==> src/adc_irq_pkg.sv <==
// package: register map, event layout and carriers of the adc interrupt block
package adc_irq_pkg;

    // sizes of the block
    localparam int NUM_CH   = 8;   // converter channels
    localparam int CH_W     = 3;   // bits of a channel number
    localparam int NUM_EVT  = 22;  // interrupt sources
    localparam int DATA_W   = 32;  // bus data width
    localparam int ADDR_W   = 12;  // decoded address bits
    localparam int PPI_W    = 16;  // interconnect channels
    localparam int PUBLISH_CHANNEL_INDEX_W  = 4;   // interconnect channel index width
    localparam int SAMPLE_W = 16;  // result and limit width
    localparam int PAD_W    = DATA_W - NUM_EVT;

    // byte offsets of the registers
    localparam logic [ADDR_W-1:0] OFS_PUB_LOW  = 12'h19C;  // first low-limit publish register
    localparam logic [ADDR_W-1:0] PUB_STRIDE   = 12'h008;  // spacing between channels
    localparam logic [ADDR_W-1:0] OFS_INTERRUPT_ENABLE    = 12'h300;
    localparam logic [ADDR_W-1:0] OFS_INTERRUPT_ENABLE_SET = 12'h304;
    localparam logic [ADDR_W-1:0] OFS_INTERRUPT_ENABLE_CLEAR = 12'h308;
    localparam logic [ADDR_W-1:0] OFS_STATUS   = 12'h310;  // sticky event flags

    // event bit positions, limit pairs follow from BIT_LIMIT_BASE
    localparam int BIT_STARTED    = 0;
    localparam int BIT_END        = 1;
    localparam int BIT_DONE       = 2;
    localparam int BIT_RESULT     = 3;
    localparam int BIT_CALIB      = 4;
    localparam int BIT_STOPPED    = 5;
    localparam int BIT_LIMIT_BASE = 6;  // high at base+2n, low at base+2n+1

    // publish register fields
    localparam int PUB_IDX_LSB = 0;
    localparam int PUB_EN_BIT  = 31;

    // values after reset
    localparam logic [NUM_EVT-1:0] INTERRUPT_ENABLE_RESET  = 22'h000000;
    localparam logic [NUM_EVT-1:0] STATUS_RESET = 22'h000000;
    localparam logic [DATA_W-1:0]  RDATA_RESET  = 32'h00000000;

    // bus encodings
    localparam logic [1:0] HTRANS_NONSEQ = 2'h2;
    localparam logic       HRESP_OKAY    = 1'h0;

    typedef logic [NUM_EVT-1:0]                evt_vec_t;     // one bit per event
    typedef logic [NUM_CH-1:0][SAMPLE_W-1:0]   limit_bank_t;  // per-channel limit values

    // one low-limit publish configuration
    typedef struct packed {
        logic               en;     // publishing on
        logic [PUBLISH_CHANNEL_INDEX_W-1:0] publish_channel_index;  // interconnect channel
    } pub_cfg_s;
    typedef pub_cfg_s [NUM_CH-1:0] pub_cfg_bank_t;
    localparam pub_cfg_s PUB_CFG_RESET = '{en: 1'h0, publish_channel_index: 4'h0};

    // one-cycle pulses from the conversion engine
    typedef struct packed {
        logic started;
        logic buffer_full;     // result buffer in ram filled
        logic conv_done;
        logic result_ready;
        logic calib_complete;
        logic stopped_evt;
    } global_evt_s;

    // last result of a channel, valid for one cycle
    typedef struct packed {
        logic                valid;
        logic [CH_W-1:0]     chan;
        logic [SAMPLE_W-1:0] value;  // two's complement
    } result_s;

    // bus slave phases
    typedef enum logic [1:0] {
        BUS_IDLE    = 2'b00,
        BUS_WRITE   = 2'b01,
        BUS_RD_WAIT = 2'b10,
        BUS_RD_DATA = 2'b11
    } bus_state_e;

endpackage

==> src/limit_compare.sv <==
// module: per-channel high and low limit comparison of the last result
`timescale 1ns/1ns
`default_nettype none
module limit_compare (
    input  wire logic                     hclk,       // bus clock
    input  wire logic                     hresetn,    // async reset, low
    input  wire logic                     clk_en,     // freezes state when low
    input  wire adc_irq_pkg::result_s     result,     // last result
    input  wire adc_irq_pkg::limit_bank_t high_limit, // high limits
    input  wire adc_irq_pkg::limit_bank_t low_limit,  // low limits
    output logic [adc_irq_pkg::NUM_CH-1:0] high_evt,  // pulse, at or above high
    output logic [adc_irq_pkg::NUM_CH-1:0] low_evt    // pulse, at or below low
);
    import adc_irq_pkg::*;

    // signed compare, one cycle pulse for the channel that produced the result
    always_ff @(posedge hclk or negedge hresetn) begin
        if (!hresetn) begin
            high_evt <= '0;
            low_evt  <= '0;
        end else if (clk_en) begin
            high_evt <= '0;
            low_evt  <= '0;
            if (result.valid) begin
                high_evt[result.chan] <= $signed(result.value) >= $signed(high_limit[result.chan]);
                low_evt[result.chan]  <= $signed(result.value) <= $signed(low_limit[result.chan]);
            end
        end
    end
endmodule // limit_compare
`default_nettype wire

==> src/publish_router.sv <==
// module: routes low-limit events onto the interconnect channels
`timescale 1ns/1ns
`default_nettype none
module publish_router (
    input  wire logic                       hclk,     // bus clock
    input  wire logic                       hresetn,  // async reset, low
    input  wire logic                       clk_en,   // freezes state when low
    input  wire logic [adc_irq_pkg::NUM_CH-1:0] low_evt, // low-limit pulses
    input  wire adc_irq_pkg::pub_cfg_bank_t cfg,      // publish configuration
    output logic [adc_irq_pkg::PPI_W-1:0]   pub_pulse // one pulse per channel hit
);
    import adc_irq_pkg::*;

    logic [PPI_W-1:0] pub_next;  // channels hit this cycle

    // several sources may share one channel; their pulses merge
    always_comb begin
        pub_next = '0;
        for (int ch = 0; ch < NUM_CH; ch++) begin
            if (low_evt[ch] && cfg[ch].en) begin
                pub_next[cfg[ch].publish_channel_index] = 1'b1;
            end
        end
    end

    // registered so the output leaves a flip-flop
    always_ff @(posedge hclk or negedge hresetn) begin
        if (!hresetn) begin
            pub_pulse <= '0;
        end else if (clk_en) begin
            pub_pulse <= pub_next;
        end
    end
endmodule // publish_router
`default_nettype wire

==> src/adc_interrupt_enable_publish.sv <==
// module: adc interrupt enable bank, event flags and low-limit publish registers
//
// Notes on behaviour
// - one low-limit publish register per channel
// - publish register carries interconnect channel index
// - enable bits: six globals, then limit pairs
// - enable register write stores bits, resets zero
// - set register ones set enable bits
// - set and clear registers read enable state
// - clear register ones clear enable bits
// - end flag set when buffer filled
// - high event when result at or above
`timescale 1ns/1ns
`default_nettype none
module adc_interrupt_enable_publish (
    input  wire logic                       hclk,          // bus clock, 20 MHz
    input  wire logic                       hresetn,       // async reset, low
    input  wire logic                       clk_en,        // freezes all state when low
    input  wire logic                       hsel,          // slave select
    input  wire logic [31:0]                haddr,         // byte address
    input  wire logic [1:0]                 htrans,        // transfer type
    input  wire logic                       hwrite,        // write when high
    input  wire logic [2:0]                 hsize,         // word only
    input  wire logic [31:0]                hwdata,        // write data
    input  wire logic                       hready,        // bus ready
    output logic [31:0]                     hrdata,        // read data
    output logic                            hreadyout,     // slave ready
    output logic                            hresp,         // always okay
    input  wire adc_irq_pkg::global_evt_s   global_evt,    // engine event pulses
    input  wire adc_irq_pkg::result_s       result,        // last result
    input  wire adc_irq_pkg::limit_bank_t   high_limit,    // per-channel high limits
    input  wire adc_irq_pkg::limit_bank_t   low_limit,     // per-channel low limits
    output logic                            irq,           // level interrupt
    output logic [adc_irq_pkg::PPI_W-1:0]   publish_pulse  // interconnect pulses
);
    import adc_irq_pkg::*;

    bus_state_e        state_reg;      // bus phase
    bus_state_e        state_next;
    logic [ADDR_W-1:0] addr_reg;       // address of the data phase
    evt_vec_t          interrupt_enable_reg;      // interrupt enable bank
    evt_vec_t          status_reg;     // sticky event flags
    evt_vec_t          hw_events;      // this cycle's event pulses
    pub_cfg_bank_t     pub_cfg_reg;    // low-limit publish configs
    logic [DATA_W-1:0] hrdata_reg;     // read data flop
    logic              hreadyout_reg;  // ready flop
    logic              hresp_reg;      // response flop
    logic              irq_reg;        // interrupt flop
    logic [NUM_CH-1:0] high_evt;       // limit pulses
    logic [NUM_CH-1:0] low_evt;
    logic [PPI_W-1:0]  pub_pulse;      // routed publish pulses
    logic              accept;         // address phase taken
    logic              wr_now;         // write data phase this cycle
    logic              rd_now;         // read data sampled this cycle
    logic [CH_W:0]     wr_slot;        // hit and index of a publish register
    logic [CH_W:0]     rd_slot;
    logic [DATA_W-1:0] rdata_mux;      // read value

    // decodes a publish register address into {hit, channel}
    function automatic logic [CH_W:0] pub_slot(input logic [ADDR_W-1:0] a);
        logic [ADDR_W-1:0] d;
        logic              hit;
        d   = a - OFS_PUB_LOW;
        hit = (a >= OFS_PUB_LOW) && (d[2:0] == 3'h0)
              && (d < PUB_STRIDE * ADDR_W'(NUM_CH));
        return {hit, d[CH_W+2:3]};
    endfunction

    // packs engine and limit pulses into the enable layout
    function automatic evt_vec_t pack_events(input global_evt_s g,
                                             input logic [NUM_CH-1:0] hi,
                                             input logic [NUM_CH-1:0] lo);
        evt_vec_t v;
        v               = '0;
        v[BIT_STARTED]  = g.started;
        v[BIT_END]      = g.buffer_full;
        v[BIT_DONE]     = g.conv_done;
        v[BIT_RESULT]   = g.result_ready;
        v[BIT_CALIB]    = g.calib_complete;
        v[BIT_STOPPED]  = g.stopped_evt;
        for (int ch = 0; ch < NUM_CH; ch++) begin
            v[BIT_LIMIT_BASE + 2*ch]     = hi[ch];
            v[BIT_LIMIT_BASE + 2*ch + 1] = lo[ch];
        end
        return v;
    endfunction

    limit_compare u_limit_compare (
        .hclk       (hclk),
        .hresetn    (hresetn),
        .clk_en     (clk_en),
        .result     (result),
        .high_limit (high_limit),
        .low_limit  (low_limit),
        .high_evt   (high_evt),
        .low_evt    (low_evt)
    );

    publish_router u_publish_router (
        .hclk      (hclk),
        .hresetn   (hresetn),
        .clk_en    (clk_en),
        .low_evt   (low_evt),
        .cfg       (pub_cfg_reg),
        .pub_pulse (pub_pulse)
    );

    assign hw_events = pack_events(global_evt, high_evt, low_evt);
    assign accept    = hsel && (htrans == HTRANS_NONSEQ) && hready;
    assign wr_now    = clk_en && (state_reg == BUS_WRITE);
    assign rd_now    = clk_en && (state_reg == BUS_RD_WAIT);
    assign wr_slot   = pub_slot(addr_reg);
    assign rd_slot   = pub_slot(addr_reg);

    // next bus phase; reads take one wait state so a write just before is seen
    always_comb begin
        case (state_reg)
            BUS_IDLE, BUS_WRITE, BUS_RD_DATA: begin
                if (accept) begin
                    state_next = hwrite ? BUS_WRITE : BUS_RD_WAIT;
                end else begin
                    state_next = BUS_IDLE;
                end
            end
            BUS_RD_WAIT: state_next = BUS_RD_DATA;  // address phases ignored while stalled
            default:     state_next = BUS_IDLE;
        endcase
    end

    // bus phase, captured address and ready
    always_ff @(posedge hclk or negedge hresetn) begin
        if (!hresetn) begin
            state_reg     <= BUS_IDLE;
            addr_reg      <= '0;
            hreadyout_reg <= 1'b1;
            hresp_reg     <= HRESP_OKAY;
        end else if (clk_en) begin
            state_reg     <= state_next;
            hreadyout_reg <= (state_next != BUS_RD_WAIT);
            hresp_reg     <= HRESP_OKAY;
            if (accept && (state_reg != BUS_RD_WAIT)) begin
                addr_reg <= haddr[ADDR_W-1:0];
            end
        end
    end

    // enable bank: direct, set and clear views of the same bits
    always_ff @(posedge hclk or negedge hresetn) begin
        if (!hresetn) begin
            interrupt_enable_reg <= INTERRUPT_ENABLE_RESET;
        end else if (wr_now) begin
            case (addr_reg)
                OFS_INTERRUPT_ENABLE:    interrupt_enable_reg <= hwdata[NUM_EVT-1:0];
                OFS_INTERRUPT_ENABLE_SET: interrupt_enable_reg <= interrupt_enable_reg | hwdata[NUM_EVT-1:0];
                OFS_INTERRUPT_ENABLE_CLEAR: interrupt_enable_reg <= interrupt_enable_reg & ~hwdata[NUM_EVT-1:0];
                default:      interrupt_enable_reg <= interrupt_enable_reg;
            endcase
        end
    end

    // low-limit publish registers, one per channel
    always_ff @(posedge hclk or negedge hresetn) begin
        if (!hresetn) begin
            for (int ch = 0; ch < NUM_CH; ch++) begin
                pub_cfg_reg[ch] <= PUB_CFG_RESET;
            end
        end else if (wr_now && wr_slot[CH_W]) begin
            pub_cfg_reg[wr_slot[CH_W-1:0]].en    <= hwdata[PUB_EN_BIT];
            pub_cfg_reg[wr_slot[CH_W-1:0]].publish_channel_index <= hwdata[PUB_IDX_LSB +: PUBLISH_CHANNEL_INDEX_W];
        end
    end

    // sticky flags; a read clears them but a pulse in the same cycle survives
    always_ff @(posedge hclk or negedge hresetn) begin
        if (!hresetn) begin
            status_reg <= STATUS_RESET;
        end else if (clk_en) begin
            if (rd_now && (addr_reg == OFS_STATUS)) begin
                status_reg <= hw_events;
            end else begin
                status_reg <= status_reg | hw_events;
            end
        end
    end

    // read value of the captured address
    always_comb begin
        rdata_mux = '0;
        case (addr_reg)
            OFS_INTERRUPT_ENABLE, OFS_INTERRUPT_ENABLE_SET, OFS_INTERRUPT_ENABLE_CLEAR: begin
                rdata_mux = {{PAD_W{1'b0}}, interrupt_enable_reg};
            end
            OFS_STATUS: begin
                rdata_mux = {{PAD_W{1'b0}}, status_reg};
            end
            default: begin
                if (rd_slot[CH_W]) begin
                    rdata_mux[PUB_EN_BIT]                = pub_cfg_reg[rd_slot[CH_W-1:0]].en;
                    rdata_mux[PUB_IDX_LSB +: PUBLISH_CHANNEL_INDEX_W]    = pub_cfg_reg[rd_slot[CH_W-1:0]].publish_channel_index;
                end
            end
        endcase
    end

    // read data is loaded in the wait state and held until the next read
    always_ff @(posedge hclk or negedge hresetn) begin
        if (!hresetn) begin
            hrdata_reg <= RDATA_RESET;
        end else if (rd_now) begin
            hrdata_reg <= rdata_mux;
        end
    end

    // interrupt level and publish pulses, both from flops
    always_ff @(posedge hclk or negedge hresetn) begin
        if (!hresetn) begin
            irq_reg <= 1'b0;
        end else if (clk_en) begin
            irq_reg <= |(status_reg & interrupt_enable_reg);
        end
    end

    assign hrdata        = hrdata_reg;
    assign hreadyout     = hreadyout_reg;
    assign hresp         = hresp_reg;
    assign irq           = irq_reg;
    assign publish_pulse = pub_pulse;
endmodule // adc_interrupt_enable_publish
`default_nettype wire

==> config.mk <==
export PLATFORM = sky130hd
export DESIGN_NAME = adc_interrupt_enable_publish
export DESIGN_NICKNAME = d
export VERILOG_FILES = /design/src/adc_irq_pkg.sv /design/src/limit_compare.sv /design/src/publish_router.sv /design/src/adc_interrupt_enable_publish.sv
export SDC_FILE = /design/constraint.sdc
export NUM_CORES = 1
export LEC_CHECK = 0
export BUFFER_PORTS_ARGS = -buffer_cell sky130_fd_sc_hd__buf_2
export CAP_MARGIN = 30
export CORE_AREA = 2 2 161 163
export DETAILED_ROUTE_END_ITERATION = 8
export DIE_AREA = 0 0 163 165
export PLACE_DENSITY_LB_ADDON = 0.1
export SLEW_MARGIN = 20
export SYNTH_ARGS = -nofsm -noshare
export SYNTH_HDL_FRONTEND = slang
export SYNTH_HIERARCHICAL = 1
export SYNTH_SLANG_ARGS = --single-unit
==> constraint.sdc <==
create_clock -name hclk -period 7.6 [get_ports hclk]
set_input_delay 1.52 -clock hclk [delete_from_list [all_inputs] [get_ports hclk]]
set_output_delay 1.52 -clock hclk [all_outputs]
set_load 0.005 [all_outputs]
# ---- After elaboration in Yosys (flattened, before gate mapping)
# Cells that the tools add are included.
dict set report totals {
  regBits 164
}
dict set report classes {
  n_addsub 1
  magnitude_cmp 24
  eq_ne 10
  n_mux 50
  n_bitwise 14
  reduce_logical 36
}
# cell n
set ops {}
lappend ops {{$mux W16} 10}
lappend ops {{$or A16 B16 Y16} 7}
lappend ops {{$bmux W16 S3} 2}
lappend ops {{$bwmux W40} 2}
lappend ops {{$pmux W22 S3} 1}
lappend ops {{$eq A12 B10 Y1 const B} 4}
lappend ops {{$and A22 B22 Y22} 2}
lappend ops {{$or A22 B22 Y22} 2}
lappend ops {{$lt A4 B5 Y1 const B} 8}
lappend ops {{$pmux W18 S2} 1}
lappend ops {{$demux W1 S4} 8}
lappend ops {{$ge A4 B1 Y1 const B} 8}
lappend ops {{$demux W5 S3} 2}
lappend ops {{$logic_and A1 B1 Y1} 27}
lappend ops {{$mux W22} 1}
lappend ops {{$not A22 Y22} 1}
lappend ops {{$reduce_or A22 Y1} 1}
lappend ops {{$and A8 B8 Y8} 2}
lappend ops {{$ge A16 B16 Y1} 1}
lappend ops {{$le A16 B16 Y1} 1}
lappend ops {{$mux W8} 2}
lappend ops {{$bmux W5 S3} 1}
lappend ops {{$ge A12 B9 Y1 const B} 1}
lappend ops {{$lt A12 B7 Y1 const B} 1}
lappend ops {{19 further kinds} 39}

# ---- Logic depth before layout (Yosys ltp)
dict set report logic_depth {
  depth_word 19
  depth_mapped 14
  depth_no_buf 11
}

# ---- Modules after synthesis
# Netlist, hierarchy kept.
# module n_inst cells_per_inst area_each_um2 seq_area_each_um2
set modules_own_cells {}
lappend modules_own_cells {adc_interrupt_enable_publish 1 532 6079.6 3079.2}
lappend modules_own_cells {limit_compare 1 355 2797.7 400.4}
lappend modules_own_cells {publish_router 1 222 1661.6 400.4}

# ---- Worst setup path after synthesis
# OpenSTA, ideal clock, no wires.
dict set report synth_path {
  path_kind {in2reg}
  startpoint {in result[16] (netlist name)}
  endpoint {reg u_limit_compare/low_evt[6] (netlist name)}
  t_arrival_ns 4.667
  path_slack_ns 2.837
  cell_stages 13
  cell_sequence {buf_2 nor3b_1 clkbuf_1 buf_1 a22oi_1 and3_1 ha_1 a21oi_1 nor3_1 or4b_1 a222oi_1 o21ai_2 o32ai_2}
}
dict set report synth_via {
  elab_chain_len 6
  elab_cells_between_ends 10
  cone_classes {order compare: 3; mux: 5; bitwise: 1; reduce/logical: 1}
}
# element line_no
set synth_rtl {}
lappend synth_rtl {{start: declaration} adc_interrupt_enable_publish.sv:30} ;# input wire adc_irq_pkg::result_s result,
lappend synth_rtl {{parallel branches: the longest is 4 deep, another holds $le A16 B16 Y1} -}
lappend synth_rtl {{$and A8 B8 Y8 (no line) (*)} -}
lappend synth_rtl {{$mux W8 (*)} limit_compare.sv:24} ;# if (result.valid) begin
lappend synth_rtl {{end signal: indexed assignment} limit_compare.sv:26} ;# low_evt[result.chan] <= $signed(result.value) <= $signed(low_limit[result.chan]);
lappend synth_rtl {{end: declaration} limit_compare.sv:12} ;# output logic [adc_irq_pkg::NUM_CH-1:0] low_evt
# Mark *: on every way between the ends. The select of a mux whose other input is x is not followed.
# A chain may end at the register's enable or synchronous reset.

# ---- Worst setup path in the final report
dict set report layout_path {
  startpoint {in result[16] (netlist name)}
  endpoint {reg u_limit_compare/high_evt[7] (netlist name)}
}
dict set report layout_via {
  elab_chain_len 6
  elab_cells_between_ends 10
  cone_classes {order compare: 3; mux: 5; bitwise: 1; reduce/logical: 1}
}
# element line_no
set layout_rtl {}
lappend layout_rtl {{parallel branches: the longest is 4 deep, another holds $ge A16 B16 Y1} -}
lappend layout_rtl {{$and A8 B8 Y8 (no line) (*)} -}
lappend layout_rtl {{$mux W8 (*)} limit_compare.sv:24}
lappend layout_rtl {{end signal: indexed assignment} limit_compare.sv:25} ;# high_evt[result.chan] <= $signed(result.value) >= $signed(high_limit[result.chan]);
lappend layout_rtl {{end: declaration} limit_compare.sv:11} ;# output logic [adc_irq_pkg::NUM_CH-1:0] high_evt,
# Marks and branches as above.

==> run_results.csv <==
group,metric,value,unit
synth,synth-seq-area-share,36.8,%
flow_run,drv_cap,0,
clocking,cts_tree,"yes",
power_and_ir_drop,ir_drop,0.000149,V
hold_path,hold_path_end,"u_publish_router/pub_pulse[11]$_DFFE_PN0P_",
routing,wl_per_cell,26.5,µm
cells_and_area,area_growth,25.9,%
synth,synthTopCellsByArea,"dfrtp_1 (37%), a22o_1 (6.5%), mux2_2 (6.0%), a22oi_1 (4.9%), a221oi_1 (4.7%)",
power_and_ir_drop,p_per_area,198,nW/µm²
setup_path,reg2regPathDepth,6,
routing,route.vias.total,11400,
placement,placed_area,12600,µm²
placement,place_ws,2.43,ns
synth,syn-cell-area,10500,µm²
setup_path,worstPathMaxFanout,21,
hold_path,hold_path_class,"flop to flop",
clocking,cts-root-buf,"clkbuf_16",
cells_and_area,num-fill-cells,2431,
synth,synth_cell_type_count,74,
setup_path,critical_path_arrival,5.05,ns
timing,clock_skew,0.0136,ns
synth,synth_async_sr_flop_share,100,%
routing,ant_nets,0,
clocking,holdBufCountCts,0,
routing,dr.pass1.iters,6,
timing,tightest_slew,0.973,ns
synth,ys_ff_latch,155,
placement,port_buffers,365,
timing,maxSlewViolCount,0,
timing,setup_viol,0,
global_route,grt_usage,35.2,%
cells_and_area,largest_reg_flops,40,
setup_path,required,7.87,ns
global_route,grt_pass1_vias,11000,
cells_and_area,fin_area,13300,µm²
power_and_ir_drop,power,2.63,mW
cells_and_area,fin_cells,1793,
timing,fmax,0.209,GHz
timing,hold_ws,0.500,ns
global_route,grt_max_degree,100,
synth,syn_avg_cell_area,9.50,µm²
synth,synthFlopType,"dfrtp_1",
routing,wirelength,47500,µm
die,dieArea,26900,µm²
die,die_y,165,µm
global_route,antenna_found_initial,22,
synth,yosys.area.top_type,"dfrtp_1",
timing,fin_setup_tns,0,ns
die,coreArea,25000,µm²
hold_path,hold_path_startpoint,"u_publish_router/pub_pulse[11]$_DFFE_PN0P_",
routing,drc,0,
clocking,htree_levels,4,
power_and_ir_drop,leakage,6.00,nW
clocking,clock-sinks,155,
synth,synth_enable_flop_cells,0,
global_route,gr-total-overflow,0,
clocking,path_clk_slew,0.08,ns
timing,fin_ws,2.83,ns
cells_and_area,fin_util,53.0,%
routing,via_per_inst,6.35,
synth,netlist.area_leader.share,36.6,%
placement,place_congestion,0.972,
setup_path,reg2reg_from,"addr_reg[5]$_DFFE_PN0P_",
clocking,cts_buffers,17,
hold_path,hold_path_depth,1,
cells_and_area,final_layout_size_suffix_gt1_share,34.6,%
routing,drt_iter0_drc,1237,
placement,dp.cells,1740,
synth,ys.warnings.count,6,
die,start_util,42.1,%
clocking,post_cts_buffers,0,
cells_and_area,nets,1826,
die,ios,408,
setup_path,r2r-end,"interrupt_enable_reg[19]$_DFFE_PN0P_",
setup_path,r2r_slack,3.69,ns
clocking,clockBufferDepth,2,
timing,rsz0062_at_grt,"false",
timing,layout_worst_path_cycle_share,62.8,%
timing,maxSlewHeadroom,35.1,%
setup_path,endpoint_kind,"flop",
setup_path,cp-start-kind,"input port",
timing,period_needed,4.77,ns
clocking,cts.repair.resized,0,
die,fp-row-count,58,
synth,netlist_instances,1109,
die,die_w,163,µm
setup_path,crit_type,"input port to flop",
placement,hpwl,36500,µm
status,status,"finished, final reports clean",
global_route,grt_pass1_wl,69700,µm
timing,finalHoldViolCount,0,
clocking,clk-insertion-delay-late,0.44,ns
==> power breakdown <==
group	switching [mW]	leakage, nW	internal [mW]
registers	0.120	1.99	0.936
logic	0.377	3.72	0.335
clock network	0.419	0.289	0.444
total	0.916	6.00	1.71
==> cell usage after synthesis, types with 28 or more instances <==
master    number
mux2_2        56
clkbuf_1      54
dfrtp_1      154
nor2_1        93
ha_1          36
and3_1        34
inv_1         30
a221oi_1      57
a22o_1        78
a22oi_1       69
nand2_1       43
o21ai_0       39
a21oi_1       28
o22ai_1       57
==> how the worst max path moves through the flow <==
stage,start,depth (start not counted),to
2_1_floorplan,result[16],13,u_limit_compare/low_evt[6]$_DFFE_PN0P_
3_3_place_gp,result[16],12,u_limit_compare/high_evt[4]$_DFFE_PN0P_
3_5_place_dp,result[16],12,u_limit_compare/high_evt[4]$_DFFE_PN0P_
4_1_cts,result[16],12,u_limit_compare/high_evt[4]$_DFFE_PN0P_
5_1_grt,result[16],12,u_limit_compare/high_evt[3]$_DFFE_PN0P_
6_report,result[16],12,u_limit_compare/high_evt[7]$_DFFE_PN0P_
==> kinds of logic after synthesis <==
| kind of cell | Yosys count | share of synthesized area [%] |
|---|---|---|
| other cells | 1 | 0.0356 |
| mux | 70 | 7.79 |
| buf+inv | 116 | 4.73 |
| xor+xnor | 1 | 0.0831 |
| simple gates | 333 | 17.8 |
| fa+ha+maj | 36 | 4.27 |
| compound gates | 397 | 28.5 |
| flops | 155 | 36.8 |
==> layout make-up <==
type                    count  area (µm²)  share of cell area [%]
diodes                     17        42.5                   0.321
inverters                  30         113                   0.848
clock buffers              17         425                    3.21
well taps                 330         413                    3.11
clock inverters            15         173                    1.30
flip-flops and latches    155        3880                    29.2
multi-input cells         847        6230                    47.0
repair buffers            382        1990                    15.0
==> routing by layer <==
metal / global-route usage [%] / vias to the layer above / share of wire (%)
li1: - / 5086 / -
met1: 47.9 / 5575 / 42
met2: 56.3 / 642 / 46
met3: 7.91 / 76 / 10
met4: 9.69 / 4 / 2.3
met5: 0 / - / 0.059
==> worst max-delay path, stage by stage <==
cell and delay (ns):
buf_2 0.23, and3b_1 0.84, buf_4 0.38, a22oi_1 0.08, and3_1 0.21, ha_1 0.19, a21oi_1 0.12, o21ai_0 0.10
a311o_1 0.39, o31ai_1 0.22, nor3b_2 0.58, o22ai_1 0.18
==> cell usage in the layout (no fill, tap or decap), types with 5 or more instances in the layout <==
cell type    n
clkbuf_16   17
mux2_2      56
nand4_1     25
nor3_1      19
o32ai_1     13
diode_2     17
a22o_1      78
a221oi_1    57
nand3_1      6
a31oi_1     14
or4_1        5
nor2b_1      8
o22ai_1     57
inv_8        5
conb_1      10
nand4bb_1    5
nor4_1      16
nand2_1     43
inv_1       30
dfrtp_1    154
nand4b_1    15
buf_2      364
ha_1        36
nand2b_1    21
nor2_1      92
a21oi_1     28
o21ai_0     38
and3_1      34
buf_4       12
or2_2        7
mux2i_1     10
a22oi_1     69
No activity file was read; power rests on OpenSTA's default activity.
